`src/logic/sqc_pkg.sv`:
```
// Package: register map, reset values and output bundle of the quad control bank
package sqc_pkg;
    localparam int AW = 20;
    localparam int IW = 18;
    // Register indices; byte address is four times the index
    localparam logic [IW-1:0] IDX_GLOBAL = 18'h30005;
    localparam logic [IW-1:0] IDX_TEST_SEL = 18'h30006;
    localparam logic [IW-1:0] IDX_BSYNC_LOCK = 18'h30800;
    localparam logic [IW-1:0] IDX_LOOP_WALIGN = 18'h30801;
    localparam logic [IW-1:0] IDX_REALIGN_MC = 18'h30810;
    localparam logic [IW-1:0] IDX_SYNC_MODE = 18'h30811;
    localparam logic [IW-1:0] IDX_RESYNC_LINK = 18'h30820;
    localparam logic [IW-1:0] IDX_LOCK_STAT = 18'h30840;
    localparam logic [AW-1:0] ADDR_GLOBAL = {IDX_GLOBAL, 2'b00};
    localparam logic [AW-1:0] ADDR_TEST_SEL = {IDX_TEST_SEL, 2'b00};
    localparam logic [AW-1:0] ADDR_BSYNC_LOCK = {IDX_BSYNC_LOCK, 2'b00};
    localparam logic [AW-1:0] ADDR_LOOP_WALIGN = {IDX_LOOP_WALIGN, 2'b00};
    localparam logic [AW-1:0] ADDR_REALIGN_MC = {IDX_REALIGN_MC, 2'b00};
    localparam logic [AW-1:0] ADDR_SYNC_MODE = {IDX_SYNC_MODE, 2'b00};
    localparam logic [AW-1:0] ADDR_RESYNC_LINK = {IDX_RESYNC_LINK, 2'b00};
    localparam logic [AW-1:0] ADDR_LOCK_STAT = {IDX_LOCK_STAT, 2'b00};
    // Global and resync register field positions
    localparam int GLB_RX_PD = 4;
    localparam int GLB_RES_LO = 5;
    localparam int GLB_RES_HI = 6;
    localparam int GLB_TEST = 7;
    localparam int RSY_PAIR_AB = 4;
    localparam int RSY_PAIR_CD = 5;
    localparam int RSY_GROUP = 6;
    localparam int RSY_XAUI = 7;
    localparam int TSEL_W = 5;
    // Reset values
    localparam logic [7:0] RST_GLOBAL = 8'h60;
    localparam logic [TSEL_W-1:0] RST_TEST_SEL = 5'h00;
    localparam logic [7:0] RST_REG8 = 8'h00;
    // Sync mode codes, first printed digit in the low bit
    localparam logic [1:0] SYNC_NONE = 2'h0;
    localparam logic [1:0] SYNC_TWIN = 2'h1;
    localparam logic [1:0] SYNC_QUAD = 2'h2;
    // AXI responses
    localparam logic [1:0] RESP_OKAY = 2'h0;
    localparam logic [1:0] RESP_SLVERR = 2'h2;

    typedef struct packed {
        logic [3:0] rx_powerdown;
        logic [3:0] test_mode_on;
        logic [TSEL_W-1:0] test_select_field;
        logic [3:0] byte_sync_enable;
        logic [3:0] pll_lock_source;
        logic [3:0] lock_indicator;
        logic [3:0] serial_loopback_on;
        logic [3:0] hs_serial_out_enable;
        logic [3:0] word_align_disable;
        logic [3:0] word_realign_pulse;
        logic [3:0] multichannel_align_enable;
        logic [7:0] alignment_sync_mode;
        logic [3:0] fifo_ptr_reset;
        logic [1:0] pair_resync;
        logic group_resync;
        logic [3:0] xaui_link_machine;
    } sqc_ctrl_t;
endpackage : sqc_pkg

```
`src/logic/sqc_regs.sv`:
```
// Quad transceiver control register bank behind an AXI4-Lite slave
`timescale 1ns/100ps
`default_nettype none
module sqc_regs
    import sqc_pkg::*;
(
    // Clock and reset
    input wire logic aclk,
    input wire logic aresetn,
    // AXI4-Lite write channels
    input wire logic [AW-1:0] s_axi_awaddr,
    input wire logic s_axi_awvalid,
    output logic s_axi_awready,
    input wire logic [31:0] s_axi_wdata,
    input wire logic [3:0] s_axi_wstrb,
    input wire logic s_axi_wvalid,
    output logic s_axi_wready,
    output logic [1:0] s_axi_bresp,
    output logic s_axi_bvalid,
    input wire logic s_axi_bready,
    // AXI4-Lite read channels
    input wire logic [AW-1:0] s_axi_araddr,
    input wire logic s_axi_arvalid,
    output logic s_axi_arready,
    output logic [31:0] s_axi_rdata,
    output logic [1:0] s_axi_rresp,
    output logic s_axi_rvalid,
    input wire logic s_axi_rready,
    // Per-channel settings from the channel registers
    input wire logic [3:0] channel_rx_powerdown,
    input wire logic [3:0] channel_test_enable,
    input wire logic [3:0] channel_link_machine_select,
    // Raw receiver PLL lock from the transceivers
    input wire logic [3:0] pll_locked_raw,
    // Quad control outputs
    output sqc_ctrl_t ctrl
);

    logic aw_held_ff;
    logic w_held_ff;
    logic [AW-1:0] awaddr_ff;
    logic [7:0] wbyte_ff;
    logic wlane_ff;
    logic bvalid_ff;
    logic [1:0] bresp_ff;
    logic rvalid_ff;
    logic [1:0] rresp_ff;
    logic [31:0] rdata_ff;
    logic do_wr;
    logic wr_hit;
    logic rd_hit;
    logic [31:0] rd_word;

    logic [7:0] global_ff;
    logic [TSEL_W-1:0] test_sel_ff;
    logic [7:0] bsync_lock_ff;
    logic [7:0] loop_walign_ff;
    logic [7:0] realign_mc_ff;
    logic [7:0] sync_mode_ff;
    logic [7:0] resync_link_ff;
    logic [10:0] trig_prev_ff;
    logic [10:0] trig_now;
    logic [10:0] trig_rise;
    sqc_ctrl_t ctrl_ff;
    logic [3:0] nxt_ptr_reset;

    // Write path: address and data are taken independently
    assign s_axi_awready = !aw_held_ff;
    assign s_axi_wready = !w_held_ff;
    assign do_wr = aw_held_ff && w_held_ff && !bvalid_ff;
    assign s_axi_bvalid = bvalid_ff;
    assign s_axi_bresp = bresp_ff;

    always_ff @(posedge aclk) begin
        if (!aresetn) begin
            aw_held_ff <= 1'b0;
            awaddr_ff <= '0;
        end else if (s_axi_awvalid && !aw_held_ff) begin
            aw_held_ff <= 1'b1;
            awaddr_ff <= s_axi_awaddr;
        end else if (do_wr) begin
            aw_held_ff <= 1'b0;
        end
    end

    always_ff @(posedge aclk) begin
        if (!aresetn) begin
            w_held_ff <= 1'b0;
            wbyte_ff <= '0;
            wlane_ff <= 1'b0;
        end else if (s_axi_wvalid && !w_held_ff) begin
            w_held_ff <= 1'b1;
            wbyte_ff <= s_axi_wdata[7:0];
            wlane_ff <= s_axi_wstrb[0];
        end else if (do_wr) begin
            w_held_ff <= 1'b0;
        end
    end

    always_comb begin
        case (awaddr_ff)
            ADDR_GLOBAL, ADDR_TEST_SEL, ADDR_BSYNC_LOCK, ADDR_LOOP_WALIGN,
            ADDR_REALIGN_MC, ADDR_SYNC_MODE, ADDR_RESYNC_LINK: wr_hit = 1'b1;
            default: wr_hit = 1'b0;
        endcase
    end

    always_ff @(posedge aclk) begin
        if (!aresetn) begin
            bvalid_ff <= 1'b0;
            bresp_ff <= RESP_OKAY;
        end else if (do_wr) begin
            bvalid_ff <= 1'b1;
            bresp_ff <= wr_hit ? RESP_OKAY : RESP_SLVERR;
        end else if (s_axi_bready) begin
            bvalid_ff <= 1'b0;
        end
    end

    // Read path: one word per request, unmapped reads give zero and an error
    assign s_axi_arready = !rvalid_ff;
    assign s_axi_rvalid = rvalid_ff;
    assign s_axi_rresp = rresp_ff;
    assign s_axi_rdata = rdata_ff;

    always_comb begin
        rd_hit = 1'b1;
        case (s_axi_araddr)
            ADDR_GLOBAL: rd_word = {24'h0, global_ff[7:4], 4'h0};
            ADDR_TEST_SEL: rd_word = {27'h0, test_sel_ff};
            ADDR_BSYNC_LOCK: rd_word = {24'h0, bsync_lock_ff};
            ADDR_LOOP_WALIGN: rd_word = {24'h0, loop_walign_ff};
            ADDR_REALIGN_MC: rd_word = {24'h0, realign_mc_ff};
            ADDR_SYNC_MODE: rd_word = {24'h0, sync_mode_ff};
            ADDR_RESYNC_LINK: rd_word = {24'h0, resync_link_ff};
            ADDR_LOCK_STAT: rd_word = {28'h0, ctrl_ff.lock_indicator};
            default: begin
                rd_word = 32'h0;
                rd_hit = 1'b0;
            end
        endcase
    end

    always_ff @(posedge aclk) begin
        if (!aresetn) begin
            rvalid_ff <= 1'b0;
            rresp_ff <= RESP_OKAY;
            rdata_ff <= '0;
        end else if (s_axi_arvalid && !rvalid_ff) begin
            rvalid_ff <= 1'b1;
            rresp_ff <= rd_hit ? RESP_OKAY : RESP_SLVERR;
            rdata_ff <= rd_word;
        end else if (s_axi_rready) begin
            rvalid_ff <= 1'b0;
        end
    end

    // Register storage; only byte lane 0 carries data
    always_ff @(posedge aclk) begin
        if (!aresetn) begin
            global_ff <= RST_GLOBAL;
        end else if (do_wr && wlane_ff && awaddr_ff == ADDR_GLOBAL) begin
            global_ff <= {wbyte_ff[7:4], 4'h0};
        end
    end

    always_ff @(posedge aclk) begin
        if (!aresetn) begin
            test_sel_ff <= RST_TEST_SEL;
        end else if (do_wr && wlane_ff && awaddr_ff == ADDR_TEST_SEL) begin
            test_sel_ff <= wbyte_ff[TSEL_W-1:0];
        end
    end

    always_ff @(posedge aclk) begin
        if (!aresetn) begin
            bsync_lock_ff <= RST_REG8;
        end else if (do_wr && wlane_ff && awaddr_ff == ADDR_BSYNC_LOCK) begin
            bsync_lock_ff <= wbyte_ff;
        end
    end

    always_ff @(posedge aclk) begin
        if (!aresetn) begin
            loop_walign_ff <= RST_REG8;
        end else if (do_wr && wlane_ff && awaddr_ff == ADDR_LOOP_WALIGN) begin
            loop_walign_ff <= wbyte_ff;
        end
    end

    always_ff @(posedge aclk) begin
        if (!aresetn) begin
            realign_mc_ff <= RST_REG8;
        end else if (do_wr && wlane_ff && awaddr_ff == ADDR_REALIGN_MC) begin
            realign_mc_ff <= wbyte_ff;
        end
    end

    always_ff @(posedge aclk) begin
        if (!aresetn) begin
            sync_mode_ff <= RST_REG8;
        end else if (do_wr && wlane_ff && awaddr_ff == ADDR_SYNC_MODE) begin
            sync_mode_ff <= wbyte_ff;
        end
    end

    always_ff @(posedge aclk) begin
        if (!aresetn) begin
            resync_link_ff <= RST_REG8;
        end else if (do_wr && wlane_ff && awaddr_ff == ADDR_RESYNC_LINK) begin
            resync_link_ff <= wbyte_ff;
        end
    end

    // Trigger bits stay as written; edges against last cycle give pulses
    assign trig_now = {resync_link_ff[6:0], realign_mc_ff[3:0]};
    assign trig_rise = trig_now & ~trig_prev_ff;

    always_ff @(posedge aclk) begin
        if (!aresetn) begin
            trig_prev_ff <= '0;
        end else begin
            trig_prev_ff <= trig_now;
        end
    end

    // Each channel resets on its own, its pair or the group
    for (genvar c = 0; c < 4; c++) begin : g_chan
        assign nxt_ptr_reset[c] = trig_rise[4 + c]
            | trig_rise[8 + c / 2]
            | trig_rise[10];
    end

    // Outputs from flops so the transceiver sees glitch-free controls
    always_ff @(posedge aclk) begin
        if (!aresetn) begin
            ctrl_ff <= '0;
        end else begin
            ctrl_ff.rx_powerdown <= {4{global_ff[GLB_RX_PD]}} | channel_rx_powerdown;
            ctrl_ff.test_mode_on <= global_ff[GLB_TEST] ? 4'hf : channel_test_enable;
            ctrl_ff.test_select_field <= test_sel_ff;
            ctrl_ff.byte_sync_enable <= bsync_lock_ff[3:0];
            ctrl_ff.pll_lock_source <= bsync_lock_ff[7:4];
            ctrl_ff.lock_indicator <= pll_locked_raw & bsync_lock_ff[7:4];
            ctrl_ff.serial_loopback_on <= loop_walign_ff[3:0];
            ctrl_ff.hs_serial_out_enable <= ~loop_walign_ff[3:0];
            ctrl_ff.word_align_disable <= loop_walign_ff[7:4];
            ctrl_ff.word_realign_pulse <= trig_rise[3:0];
            ctrl_ff.multichannel_align_enable <= realign_mc_ff[7:4];
            ctrl_ff.alignment_sync_mode <= sync_mode_ff;
            ctrl_ff.fifo_ptr_reset <= nxt_ptr_reset;
            ctrl_ff.pair_resync <= trig_rise[9:8];
            ctrl_ff.group_resync <= trig_rise[10];
            ctrl_ff.xaui_link_machine <= resync_link_ff[RSY_XAUI] ? 4'hf
                : channel_link_machine_select;
        end
    end

    assign ctrl = ctrl_ff;
endmodule : sqc_regs
`default_nettype wire

```
`config.mk`:
```
export PLATFORM = sky130hd
export DESIGN_NAME = sqc_regs
export DESIGN_NICKNAME = d
export VERILOG_FILES = /design/src/logic/sqc_pkg.sv /design/src/logic/sqc_regs.sv
export SDC_FILE = /design/constraint.sdc
export NUM_CORES = 1
export LEC_CHECK = 0
export BUFFER_PORTS_ARGS = -buffer_cell sky130_fd_sc_hd__buf_2
export CORE_MARGIN = 1
export CORE_UTILIZATION = 50
export DETAILED_ROUTE_END_ITERATION = 16
export MAX_ROUTING_LAYER = met4
export PLACE_DENSITY_LB_ADDON = 0.15
export SKIP_LAST_GASP = 1
export SYNTH_ARGS = -nofsm -noshare
export SYNTH_HDL_FRONTEND = slang
export SYNTH_SLANG_ARGS = --single-unit
export TNS_END_PERCENT = 5
```
`constraint.sdc`:
```
create_clock -name aclk -period 3.5 [get_ports aclk]
set_input_delay 0.525 -clock aclk [delete_from_list [all_inputs] [get_ports aclk]]
set_output_delay 0.525 -clock aclk [all_outputs]
set_load 0.02 [all_outputs]
```
# After elaboration in Yosys (flattened, before gate mapping)
# Index checks and enable logic that the tools add are counted.
op_classes:
  eq_ne: 15
  n_mux: 14
  n_bitwise: 13
  n_reduce_logical: 23
ops:
  columns: ["operator", "n"]
  rows:
  - ["$eq A20 B20 Y1 const B", 15]
  - ["$pmux W8 S8", 1]
  - ["$logic_and A1 B1 Y1", 13]
  - ["$and A11 B11 Y11", 1]
  - ["$not A11 Y11", 1]
  - ["$mux W1", 9]
  - ["$mux W4", 2]
  - ["$or A1 B1 Y1", 8]
  - ["$reduce_bool A2 Y1", 4]
  - ["$reduce_or A8 Y1", 1]
  - ["$reduce_or A7 Y1", 1]
  - ["$and A4 B4 Y4", 1]
  - ["$logic_not A1 Y1", 4]
  - ["$mux W2", 2]
  - ["$not A4 Y4", 1]
  - ["$or A4 B4 Y4", 1]
totals:
  out_inout_bits: 105
  wordCells: 99
  inputBits: 99
  ff_bits: 193

# Logic depth before layout (Yosys ltp)
# Gate-level depths: netlist of the first run.
depth:
  ltp_word: 4
  depth_mapped: 7
  mapped_depth_nobuf: 6

# Least setup slack after synthesis of the first run
# Ideal clock, no wire load.
synth_timing:
  kind: "input to register"
  startpoint: "in s_axi_araddr[9]"
  endpoint: "reg rdata_ff[5] (netlist: s_axi_rdata[5])"
  t_arrival_ns: 1.742
  required_ns: 3.427
  setup_slack_ns: 1.685
  setup_ns: 0.073
  stages: 6
  n_path_buf: 0
  path_cell_list: "nor4_4 nand3_1 or2_2 a2bb2oi_1 and3_1 nor3_2"
synth_between:
  elab_chain_len: 2
  word_cells_on_any_way: 9
  classes_between: "eq/ne (8); mux (1)"
synth_rtl:
  columns: ["item", "line_no", "rtl"]
  rows:
  - ["start: declaration", "sqc_regs.sv:22", "input wire logic [AW-1:0] s_axi_araddr,"]
  - ["$eq A20 B20 Y1", "sqc_regs.sv:128", "case (s_axi_araddr)"]
  - ["$pmux W8 S8 (*)", "sqc_regs.sv:128", null]
  - ["end signal: assignment", "sqc_regs.sv:152", "rdata_ff <= rd_word;"]
  - ["end: declaration", "sqc_regs.sv:48", "logic [31:0] rdata_ff;"]
# Mark *: on every way between the ends. The rest lies on a longest branch, timed or not.
# A chain may end at the register's enable or synchronous reset.

# Worst setup path in the final report of the first run
layout_timing:
  startpoint: "reg awaddr_ff[11]"
  endpoint: "reg bsync_lock_ff[7]"
layout_between:
  elab_chain_len: 2
layout_rtl:
  columns: ["item", "line_no", "rtl"]
  rows:
  - ["start: declaration", "sqc_regs.sv:41", "logic [AW-1:0] awaddr_ff;"]
  - ["start signal: assignment", "sqc_regs.sv:80", "awaddr_ff <= s_axi_awaddr;"]
  - ["$eq A20 B20 Y1", "sqc_regs.sv:178", "end else if (do_wr && wlane_ff && awaddr_ff == ADDR_BSYNC_LOCK) begin"]
  - ["$logic_and A1 B1 Y1", "sqc_regs.sv:178", null]
  - ["end signal: assignment", "sqc_regs.sv:179", "bsync_lock_ff <= wbyte_ff;"]
  - ["end: declaration", "sqc_regs.sv:56", "logic [7:0] bsync_lock_ff;"]
# No other way between the ends.

==> out/summary.txt, run 1 <==
Outcome: finished, final reports clean
Total number of H-tree levels: 4
Sequential cell area: 3340 um2
Area contributors post-synth: dfxtp_1 54%, nand2_1 7.7%, and2_1 4.2%
IO buf count: 150
Initial antenna violation count: 0
CP required: 3780 ps
FP Rows: 40
Antenna cell count: 0
Wl on met1: 6.27 mm
Worst r2r dst: bsync_lock_ff[7]$_SDFFE_PN0P_
Post-cts resize count: 0
Vias in the first global route: 4,473
Die Wd: 113 um
Worst Setup SP: awaddr_ff[11]$_SDFFE_PN0P_
Final WL: 14.0 mm
CTS Sinks: 167
Peak Freq: 448 MHz
Setup Skew: 8.08 ps
DIE AREA: 12,800 um2
Footprint of the multi-input gates: 2570 um2
GRT Util Overall: 23.8%
Final Hold Viols: 0
Tmin final: 2230 ps
Routability Congestion: 0.875
Boundary Pins: 204
Core box area: 12,000 um2
Startpoint types: flip-flop
Sw Ratio: 21.2%
Initial drt markers: 250
Top cell type's share of synthesized area: 54.2%
Hold_buf cts: 0
Relative slew margins: 46.9%
Gate power share: 5.6%
Switching Power: 907 uW
Slew Viols, Final: 0
Worst Reg2Reg Path Length in Cells: 6
LEAKAGE: 0.00334 uW
DR top layer: met4
Worst setup endpoint: bsync_lock_ff[7]$_SDFFE_PN0P_
P per Cell Area: 564 nW/um2
CP Capture Type: flip-flop
CP max FO: 16
DR WL met2: 6.85 mm
Internal: 3370 uW
Post-layout util: 63.1%
Nets@finish: 888
Tcrit/Tclk final: 63.7%
Largest family of logic cells by synthesized area: simple AND/OR/NAND/NOR gates
Final HPWL DP: 10.5 mm
Adder-cell share of the synthesized area: 0%
Clock root buffer: clkbuf_16
Met3 WL: 670 um
Via density: 5.05
Flop pwr share: 45.9%
Post-synthesis sequential area ratio: 54.2%
Area share of and/or/nand/nor cells after synthesis: 22.6%
Cell area after synthesis: 6170 um2
Avg WL per Cell: 14.7 um
Setup bufs post-CTS: 0
Die Y: 113 um
Syn-to-layout area delta: 22.8%
Mapped Cells: 646
Endpoints failing setup: 0
TritonCTS clock tree: done
Distinct cells, synth: 52
Worst reg2reg path startpoint: awaddr_ff[11]$_SDFFE_PN0P_
HP Class: input pin to flip-flop
Synth cell count leaders: 167 x dfxtp_1, 127 x nand2_1, 41 x and2_1
GRT overflow: 0
First-pass DRT Iterations: 4
Top-count cell post-synth: dfxtp_1
Reg2Reg Setup Slack: 1270 ps
DR vias: 4,796
Slew @ Worst Pin: 797 ps
Clock share of power: 48.6%
Post-synth EDFFs: 0
Yosys reg bits: 167
Largest net degree at the start of global routing: 50
Inst Count DP: 917
Unrepaired setup endpoints after global routing: no
Area leader, netlist: dfxtp_1
Fillers: 1,064
Arrival @ worst endpoint: 2510 ps
Avg Inst Size Synth: 9.55 um2
Layout cells sized above 1: 26.2%
Max VDD drop: 0.338 mV
Layout Cells excl Fill: 949
Final worst slack: 1270 ps
Critical path class: flip-flop to flip-flop
Starting density of the core: 51.4%
Top FF cell, synth: dfxtp_1
CTS Buffer Depth: 2
Ys async rst share: 0%
Total chip power: 4270 uW
Compound-Gate Fraction of Synth Area: 13.1%
Yosys Warn Count: 0
Clk_lat worst skew: 430 ps
DRC Markers: 0
Max cap viols: 0
Fraction of synthesized area in multiplexers: 4.20%
XOR/XNOR share of the synthesized area: 0.142%
Placement Setup Slack: 1070 ps
First-pass GRT wire length: 22.4 mm
TNS Setup: 0 ps
CTS clock-pin slew for the worst setup and hold paths: 60 ps
Cts bufs inserted: 17
ANT nets after route: 0
## kinds of logic (layout without fill, tap and decap cells)
kind of cell,Yosys count,count (layout)
simple gates,265,265
flops,167,167
buf+inv,63,194
other cells,1,26
xor+xnor,1,1
compound gates,124,124
mux,25,25
## critical path, cell delays in order (launching register included)
cell,delay (ps)
dfxtp_1,310
nor4_1,410
nand4b_1,260
nor4_1,380
nand2_1,450
nand2_1,170
o21ai_0,100
## flip-flops by register name, indices dropped and copies added, names as in the netlist
| name | count |
|---|---|
| awaddr_ff | 20 |
| w_held_ff | 1 |
| trig_prev_ff | 11 |
| s_axi_rvalid | 1 |
| bsync_lock_ff | 8 |
| aw_held_ff | 1 |
| s_axi_rdata | 8 |
| s_axi_rresp | 1 |
| realign_mc_ff | 8 |
| loop_walign_ff | 8 |
| ctrl | 64 |
| sync_mode_ff | 8 |
| s_axi_bresp | 1 |
| resync_link_ff | 8 |
| wlane_ff | 1 |
| s_axi_bvalid | 1 |
| wbyte_ff | 8 |
| global_ff | 4 |
| test_sel_ff | 5 |
## how the worst min path moves through the flow
stage	slack (ps)	end	start	depth (start not counted)
3_5_place_dp	380	ctrl[26]$_SDFF_PN0_	trig_prev_ff[3]$_SDFF_PN0_	1
6_report	290	ctrl[57]$_SDFF_PN0_	channel_test_enable[1]	2
5_1_grt	280	ctrl[56]$_SDFF_PN0_	channel_test_enable[0]	2
3_3_place_gp	370	ctrl[26]$_SDFF_PN0_	trig_prev_ff[3]$_SDFF_PN0_	1
4_1_cts	280	ctrl[60]$_SDFF_PN0_	channel_rx_powerdown[0]	2
2_1_floorplan	370	ctrl[23]$_SDFF_PN0_	trig_prev_ff[0]$_SDFF_PN0_	1
## through the flow
step / cell area, um2 / hold WS, ps
3_5_place_dp: 6910 / 377
5_1_grt: 7580 / 285
2_1_floorplan: 6270 / 367
3_3_place_gp: 6910 / 372
4_1_cts: 7580 / 278
6_report: 7580 / 291
## power by group through the flow
stage / sequential (uW) / combinational (uW) / clock, uW
6_report: 1960 / 238 / 2080
5_1_grt: 1960 / 264 / 2200
4_1_cts: 1960 / 240 / 2110
3_5_place_dp: 2000 / 239 / 0
3_3_place_gp: 2000 / 234 / 0
2_1_floorplan: 2020 / 154 / 0
## cell usage in the layout, fill, tap and decap left out, types with 3 or more instances in the layout
cell type	Yosys	layout
and4_1	3	3
nand3_1	9	9
o21ai_2	6	6
a21oi_1	6	6
buf_4	26	3
nor3_1	4	4
conb_1	1	26
a21boi_0	29	29
nor2b_1	24	24
inv_1	9	9
clkbuf_16	0	17
nor4b_1	3	3
nor4_1	7	7
nor2_1	14	14
clkinv_2	0	3
o21ai_0	29	29
bufinv_16	0	5
and3_1	7	7
buf_2	7	150
and2_1	41	41
clkbuf_8	0	4
a221oi_1	4	4
dfxtp_1	167	167
o21ai_1	20	20
a22oi_1	8	8
mux2i_1	18	18
nor3_2	5	5
nand2_1	127	127
mux2_2	7	7
nand4_1	3	3
o21a_1	13	13
nand4b_1	4	4
## final cells by class
type / count / share of cell area (%)
timing repair buffer: 153 / 10.2
inverter: 9 / 0.446
multi-input combinational: 441 / 33.9
sequential: 167 / 44.1
clock buffer: 21 / 6.34
tap: 147 / 2.43
clock inverter: 11 / 2.53
## metal layers
| metal | up-vias | track usage [%] |
|---|---|---|
| met5 | - | - |
| met4 | 0 | 8.68 |
| met3 | 15 | 5.30 |
| met2 | 154 | 39.2 |
| met1 | 2193 | 28.6 |
| li1 | 2434 | - |
Note: power is estimated with default switching activity, not from simulation.
==> run 2: changes to the inputs <==
--- a/config.mk
+++ b/config.mk
@@ -7,7 +7,7 @@
 export LEC_CHECK = 0
 export BUFFER_PORTS_ARGS = -buffer_cell sky130_fd_sc_hd__buf_2
 export CORE_MARGIN = 1
-export CORE_UTILIZATION = 50
+export CORE_UTILIZATION = 45
 export DETAILED_ROUTE_END_ITERATION = 16
 export MAX_ROUTING_LAYER = met4
 export PLACE_DENSITY_LB_ADDON = 0.15
==> constraint.sdc (replaced) <==
create_clock -name aclk -period 1.79 [get_ports aclk]
set_input_delay 0.2685 -clock aclk [delete_from_list [all_inputs] [get_ports aclk]]
set_output_delay 0.2685 -clock aclk [all_outputs]
set_load 0.02 [all_outputs]
==> out/summary.txt, run 2 (same netlist as run 1, synthesis figures left out) <==
Antenna cell count: 0 (unchanged)
Unrepaired setup endpoints after global routing: yes (was no)
ANT nets after route: 0 (unchanged)
Via density: 4.92 (was 5.05)
Flop pwr share: 47.6% (was 45.9%)
Worst-path cell chain: nor4_2 -> nand4b_1 -> buf_4 -> nor4_4 -> nand2_1 -> buf_4 -> nand2_1 -> o21ai_1 (was nor4_1 -> nand4b_1 -> nor4_1 -> nand2_1 -> nand2_1 -> o21ai_0)
DRC Markers: 0 (unchanged)
Placement Setup Slack: -200 ps (was 1070 ps)
Most frequent cells in the layout: 167 x dfxtp_1, 150 x buf_2, 127 x nand2_1, 41 x and2_1, 31 x buf_4 (was 167 x dfxtp_1, 150 x buf_2, 127 x nand2_1, 41 x and2_1)
CTS Sinks: 167 (unchanged)
Critical path class: flip-flop to flip-flop (unchanged)
Boundary Pins: 204 (unchanged)
CP Capture Type: flip-flop (unchanged)
Max reg flops: 64 (unchanged)
Clock share of power: 45.9% (was 48.6%)
Avg WL per Cell: 14.5 um (was 14.7 um)
TritonCTS clock tree: done (unchanged)
Final HPWL DP: 10.9 mm (was 10.5 mm)
HP Class: input pin to flip-flop (unchanged)
Nets@finish: 921 (was 888)
Layout cells sized above 1: 29.6% (was 26.2%)
Endpoints failing setup: 6 (was 0)
Startpoint types: flip-flop (unchanged)
Inst Count DP: 977 (was 917)
Clk_lat worst skew: 420 ps (was 430 ps)
Failing checks: negative setup slack
Final worst slack: -9.62 ps (was 1270 ps)
DR vias: 4,973 (was 4,796)
CP max FO: 16 (unchanged)
Slew @ Worst Pin: 620 ps (was 797 ps)
Switching Power: 1780 uW (was 907 uW)
Die Wd: 119 um (was 113 um)
TNS Setup: -38.7 ps (was 0 ps)
Fillers: 1,168 (was 1,064)
GRT met3 Usage: 4.74% (was 5.30%)
Clock root buffer: clkbuf_16 (unchanged)
Arrival @ worst endpoint: 2090 ps (was 2510 ps)
Initial antenna violation count: 0 (unchanged)
Commonest non-fill, non-tap cell in the layout: dfxtp_1 (unchanged)
Die Y: 119 um (was 113 um)
Syn-to-layout area delta: 27.7% (was 22.8%)
Initial drt markers: 286 (was 250)
Relative slew margins: 58.5% (was 46.9%)
CTS clock-pin slew for the worst setup and hold paths: 60 ps (about the same)
CTS Buffer Depth: 2 (unchanged)
Sw Ratio: 22.2% (was 21.2%)
GRT overflow: 0 (unchanged)
DIE AREA: 14,200 um2 (was 12,800 um2)
Met1 usage: 26.2% (was 28.6%)
Starting density of the core: 46.4% (was 51.4%)
First-pass GRT wire length: 23.5 mm (was 22.4 mm)
Layout Cells excl Fill: 1,011 (was 949)
Cts bufs inserted: 17 (unchanged)
First-pass DRT Iterations: 5 (was 4)
Peak Freq: 556 MHz (was 448 MHz)
P per Cell Area: 1020 nW/um2 (was 564 nW/um2)
Setup Skew: 7.91 ps (was 8.08 ps)
Outcome: finished, violations left (was finished, final reports clean)
GRT Util Overall: 22.0% (was 23.8%)
Sequential cell area: 3340 um2 (unchanged)
Internal: 6260 uW (was 3370 uW)
Routability Congestion: 0.910 (was 0.875)
IO buf count: 150 (unchanged)
Slew Viols, Final: 0 (unchanged)
LEAKAGE: 0.00349 uW (was 0.00334 uW)
Tmin final: 1800 ps (was 2230 ps)
Final Hold Viols: 0 (unchanged)
Footprint of the multi-input gates: 2630 um2 (was 2570 um2)
Max cap viols: 0 (unchanged)
Post-layout util: 59.3% (was 63.1%)
Hold_buf cts: 0 (unchanged)
Gate power share: 6.4% (was 5.6%)
Max stage delay cell, worst path: nor4_2 (was nand2_1)
Core box area: 13,300 um2 (was 12,000 um2)
Tcrit/Tclk final: 101% (was 63.7%)
Worst stage delay on the critical path: 330 ps (was 450 ps)
Total number of H-tree levels: 4 (unchanged)
Max VDD drop: 0.607 mV (was 0.338 mV)
Vias in the first global route: 4,842 (was 4,473)
Worst Setup SP: awaddr_ff[5]$_SDFFE_PN0P_ (was awaddr_ff[11]$_SDFFE_PN0P_)
Final WL: 14.7 mm (was 14.0 mm)
Largest net degree at the start of global routing: 89 (was 50)
Grt met2 use: 35.9% (was 39.2%)
FP Rows: 42 (was 40)
Worst reg2reg path startpoint: awaddr_ff[5]$_SDFFE_PN0P_ (was awaddr_ff[11]$_SDFFE_PN0P_)
Hold Startpoint: channel_link_machine_select[0] (was channel_test_enable[1])
CP required: 2080 ps (was 3780 ps)
Most Crowded Layer GR: met2 (unchanged)
[run 2: cell count changes in the layout (fill, tap and decap cells not counted), moves of 2 or more]
cell | previous run | this run
buf_4 | 3 | 31
buf_6 | 0 | 4
nor4_1 | 7 | 4
bufinv_16 | 5 | 3
clkbuf_1 | 0 | 2
clkbuf_8 | 4 | 2
clkinvlp_4 | 0 | 2
nor4_4 | 1 | 3
[run 2: cell type report]
type                            count  area share [%]
Timing Repair Buffer              186            13.3
Inverter                            9           0.429
Multi-Input combinational cell    441            33.3
Tap cell                          176            2.79
Sequential cell                   167            42.4
Clock inverter                     11            1.86
Clock buffer                       21            5.84
[run 2: worst paths after layout]
path / endpoint / slack [ps] / depth (start not counted)
setup / recovery: bsync_lock_ff[6]$_SDFFE_PN0P_ / -10 / 8
hold / removal: ctrl[0]$_SDFF_PN0_ / 40 / 2
setup reg to reg: bsync_lock_ff[6]$_SDFFE_PN0P_ / -10 / 8
hold reg to reg: ctrl[23]$_SDFF_PN0_ / 390 / 1
[run 2: timing repair]
action,CTS,global route
buffers inserted,2,0
cloned,0,0
endpoints found under the setup margin,49,49
gates resized for setup,6,7
pin swaps,2,3
[run 2: worst max-delay path, delay by kind of cell, from the launching register on]
| kind | cells | cell delay (ps) |
|---|---|---|
| compound gates | 1 | 60 |
| simple gates | 5 | 900 |
| buf+inv | 2 | 390 |
| flops | 1 | 320 |
[run 2: metal layers]
| layer | up-vias | part of all wire (%) |
|---|---|---|
| li1 | 2508 | - |
| met1 | 2282 | 43 |
| met2 | 160 | 49 |
| met3 | 23 | 6.0 |
| met4 | 0 | 1.9 |
| met5 | - | 0 |
[run 2: power by group through the flow]
| stage | logic [uW] | clock network [uW] | registers (uW) |
|---|---|---|---|
| final | 519 | 3700 | 3830 |
| after global routing | 568 | 3950 | 3840 |
| after CTS | 518 | 3750 | 3830 |
| after detailed placement | 509 | 0 | 3910 |
| after global placement | 500 | 0 | 3910 |
| after floorplan | 300 | 0 | 3940 |
[run 2: per-stage QoR]
stage,area (um2),power [uW],hold slack (ps)
finish,7880,8050,42.7
detailed placement,7190,4420,383
CTS,7840,8100,33.0
global placement,7190,4400,378
floorplan,6270,4240,367
global route,7880,8360,33.4
==> run 3: changes to the inputs <==
--- a/config.mk
+++ b/config.mk
@@ -6,7 +6,7 @@
 export NUM_CORES = 1
 export LEC_CHECK = 0
 export BUFFER_PORTS_ARGS = -buffer_cell sky130_fd_sc_hd__buf_2
-export CORE_MARGIN = 1
+export CORE_MARGIN = 2
 export CORE_UTILIZATION = 45
 export DETAILED_ROUTE_END_ITERATION = 16
 export MAX_ROUTING_LAYER = met4
==> out/summary.txt, run 3 (same netlist as run 1, synthesis figures left out) <==
Final worst slack: -96.5 ps (was -9.62 ps)
Post-DP Area: 7210 um2 (was 7190 um2)
Switching Power: 1800 uW (was 1780 uW)
Hold_buf cts: 0 (unchanged)
CP max FO: 4 (was 16)
TritonCTS clock tree: done (unchanged)
Die Y: 121 um (was 119 um)
Boundary Pins: 204 (unchanged)
P per Cell Area: 1030 nW/um2 (was 1020 nW/um2)
Syn-to-layout area delta: 28.8% (was 27.7%)
Inst Count DP: 978 (was 977)
Critical path class: flip-flop to flip-flop (unchanged)
Routability Congestion: 0.903 (was 0.910)
Clk_lat worst skew: 430 ps (was 420 ps)
GRT Util Overall: 21.6% (was 22.0%)
Final Hold Viols: 0 (unchanged)
DIE AREA: 14,700 um2 (was 14,200 um2)
Total number of H-tree levels: 4 (unchanged)
Worst stage delay on the critical path: 520 ps (was 330 ps)
Tcrit/Tclk final: 105% (was 101%)
CP required: 2090 ps (was 2080 ps)
FP Rows: 42 (unchanged)
Sequential cell area: 3340 um2 (unchanged)
Worst reg2reg path startpoint: awaddr_ff[5]$_SDFFE_PN0P_ (unchanged)
Largest net degree at the start of global routing: 86 (was 89)
Wl on met1: 6.61 mm (was 6.35 mm)
Relative slew margins: 58.1% (was 58.5%)
Initial antenna violation count: 0 (unchanged)
Via density: 4.92 (about the same)
GRT overflow: 0 (unchanged)
Hold Startpoint: channel_link_machine_select[0] (unchanged)
Die Wd: 121 um (was 119 um)
CTS Sinks: 167 (unchanged)
DR vias: 4,989 (was 4,973)
Clock root buffer: clkbuf_16 (unchanged)
Failing checks: negative setup slack (unchanged)
Top cell family by delay on the critical path: simple AND/OR/NAND/NOR gates (unchanged)
DRC Markers: 0 (unchanged)
Clock share of power: 46.8% (was 45.9%)
Worst-path cell chain: nor4_4 -> buf_4 -> and3_4 -> or4b_4 -> mux2i_1 -> nand2_1 (was nor4_2 -> nand4b_1 -> buf_4 -> nor4_4 -> nand2_1 -> buf_4 -> nand2_1 -> o21ai_1)
Unrepaired setup endpoints after global routing: yes (unchanged)
DR top layer: met4 (unchanged)
Max reg flops: 64 (unchanged)
CTS clock-pin slew for the worst setup and hold paths: 60 ps (about the same)
Commonest non-fill, non-tap cell in the layout: dfxtp_1 (unchanged)
TNS Setup: -940 ps (was -38.7 ps)
Fillers: 1,217 (was 1,168)
Layout Cells excl Fill: 1,015 (was 1,011)
Setup Skew: 9.67 ps (was 7.91 ps)
Worst r2r dst: global_ff[5]$_SDFFE_PN1P_ (was bsync_lock_ff[6]$_SDFFE_PN0P_)
Final HPWL DP: 11.2 mm (was 10.9 mm)
Core box area: 13,300 um2 (unchanged)
Met3 WL: 858 um (was 879 um)
Initial drt markers: 257 (was 286)
Slew @ Worst Pin: 627 ps (was 620 ps)
Layout cells sized above 1: 30.2% (was 29.6%)
Gate power share: 6.5% (was 6.4%)
CP Capture Type: flip-flop (unchanged)
Outcome: finished, violations left (unchanged)
Buf/Inv on CP: 1 (was 2)
DR WL met2: 7.40 mm (was 7.15 mm)
Final Cell Area: 7950 um2 (was 7880 um2)
IO buf count: 150 (unchanged)
Max VDD drop: 0.643 mV (was 0.607 mV)
Footprint of the multi-input gates: 2640 um2 (was 2630 um2)
Total chip power: 8200 uW (was 8050 uW)
WHS Path Cells: 2 (unchanged)
Cts bufs inserted: 17 (unchanged)
Antenna cell count: 0 (unchanged)
Worst Reg2Reg Path Length in Cells: 6 (was 8)
Arrival @ worst endpoint: 2190 ps (was 2090 ps)
Placement Setup Slack: -240 ps (was -200 ps)
Max cap viols: 0 (unchanged)
Worst hold endpoint: ctrl[0]$_SDFF_PN0_ (unchanged)
Internal: 6410 uW (was 6260 uW)
Flop pwr share: 46.8% (was 47.6%)
LEAKAGE: 0.00353 uW (was 0.00349 uW)
ANT nets after route: 0 (unchanged)
First-pass GRT wire length: 23.5 mm (about the same)
Avg WL per Cell: 14.8 um (was 14.5 um)
CTS Buffer Depth: 2 (unchanged)
Final WL: 15.0 mm (was 14.7 mm)
Reg2Reg Setup Slack: -100 ps (was -10 ps)
Peak Freq: 530 MHz (was 556 MHz)
HP Class: input pin to flip-flop (unchanged)
Vias in the first global route: 4,807 (was 4,842)
Starting density of the core: 46.4% (unchanged)
Tmin final: 1890 ps (was 1800 ps)
Nets@finish: 925 (was 921)
Endpoints failing setup: 30 (was 6)
Max stage delay cell, worst path: or4b_4 (was nor4_2)
Slew Viols, Final: 0 (unchanged)
First-pass DRT Iterations: 4 (was 5)
Startpoint types: flip-flop (unchanged)
Sw Ratio: 21.9% (was 22.2%)
Most frequent cells in the layout: 167 x dfxtp_1, 150 x buf_2, 127 x nand2_1, 41 x and2_1, 36 x buf_4 (was 167 x dfxtp_1, 150 x buf_2, 127 x nand2_1, 41 x and2_1, 31 x buf_4)
-- run 3: cell count changes in the layout (fill, tap and decap cells not counted), sizes merged --
cell / delta
clkbuf: -1
clkinvlp: -1
buf: +4
inv: -1
clkinv: +2
bufinv: +1
-- run 3: worst max path at each step --
stage                     slack [ps]                              to  depth (start not counted)                        from
final                           -100       global_ff[5]$_SDFFE_PN1P_                          6   awaddr_ff[5]$_SDFFE_PN0P_
after CTS                         -8       global_ff[5]$_SDFFE_PN1P_                          5  awaddr_ff[10]$_SDFFE_PN0P_
after floorplan                   10       global_ff[5]$_SDFFE_PN1P_                          6   s_axi_bvalid$_SDFFE_PN0P_
after global routing            -180  resync_link_ff[1]$_SDFFE_PN0P_                          7   awaddr_ff[5]$_SDFFE_PN0P_
after global placement          -170       global_ff[6]$_SDFFE_PN1P_                          5  awaddr_ff[11]$_SDFFE_PN0P_
after detailed placement        -240       global_ff[5]$_SDFFE_PN1P_                          5  awaddr_ff[11]$_SDFFE_PN0P_
-- run 3: per-layer routing --
| layer | GRT usage (%) | vias up |
|---|---|---|
| li1 | - | 2518 |
| met1 | 25.7 | 2303 |
| met2 | 36.1 | 156 |
| met3 | 4.61 | 12 |
| met4 | 7.92 | 0 |
| met5 | - | - |
-- run 3: stage by stage --
step                hold slack (ps)  util [%]
finish                         32.0      59.8
floorplan                       367         -
CTS                            18.3      59.5
global placement                377      54.2
global route                   28.4      59.8
detailed placement              379      54.2
-- run 3: power by group through the flow --
| stage | registers [uW] | clock network, uW | logic (uW) |
|---|---|---|---|
| floorplan | 3940 | 0 | 300 |
| global placement | 3910 | 0 | 498 |
| detailed placement | 3910 | 0 | 509 |
| CTS | 3830 | 3920 | 521 |
| global route | 3840 | 4080 | 579 |
| finish | 3840 | 3840 | 530 |
-- run 3: final cells by class --
cell class	instances	area share [%]
flip-flops and latches	167	42.1
multi-input cells	441	33.2
repair buffers	190	13.6
clock buffers	20	5.75
well taps	176	2.77
clock inverters	12	2.19
inverters	9	0.425
-- run 3: what timing repair did --
item / CTS / global route
gates resized for setup: 10 / 2
buffers inserted: 2 / 3
pin swaps: 7 / 5
endpoints found under the setup margin: 44 / 50
-- run 3: worst register-to-register path: stages, from the launching register on --
cell and delay (ps):
dfxtp_1 340, nor4_4 310, buf_4 160, and3_4 180
or4b_4 520, mux2i_1 190, nand2_1 70
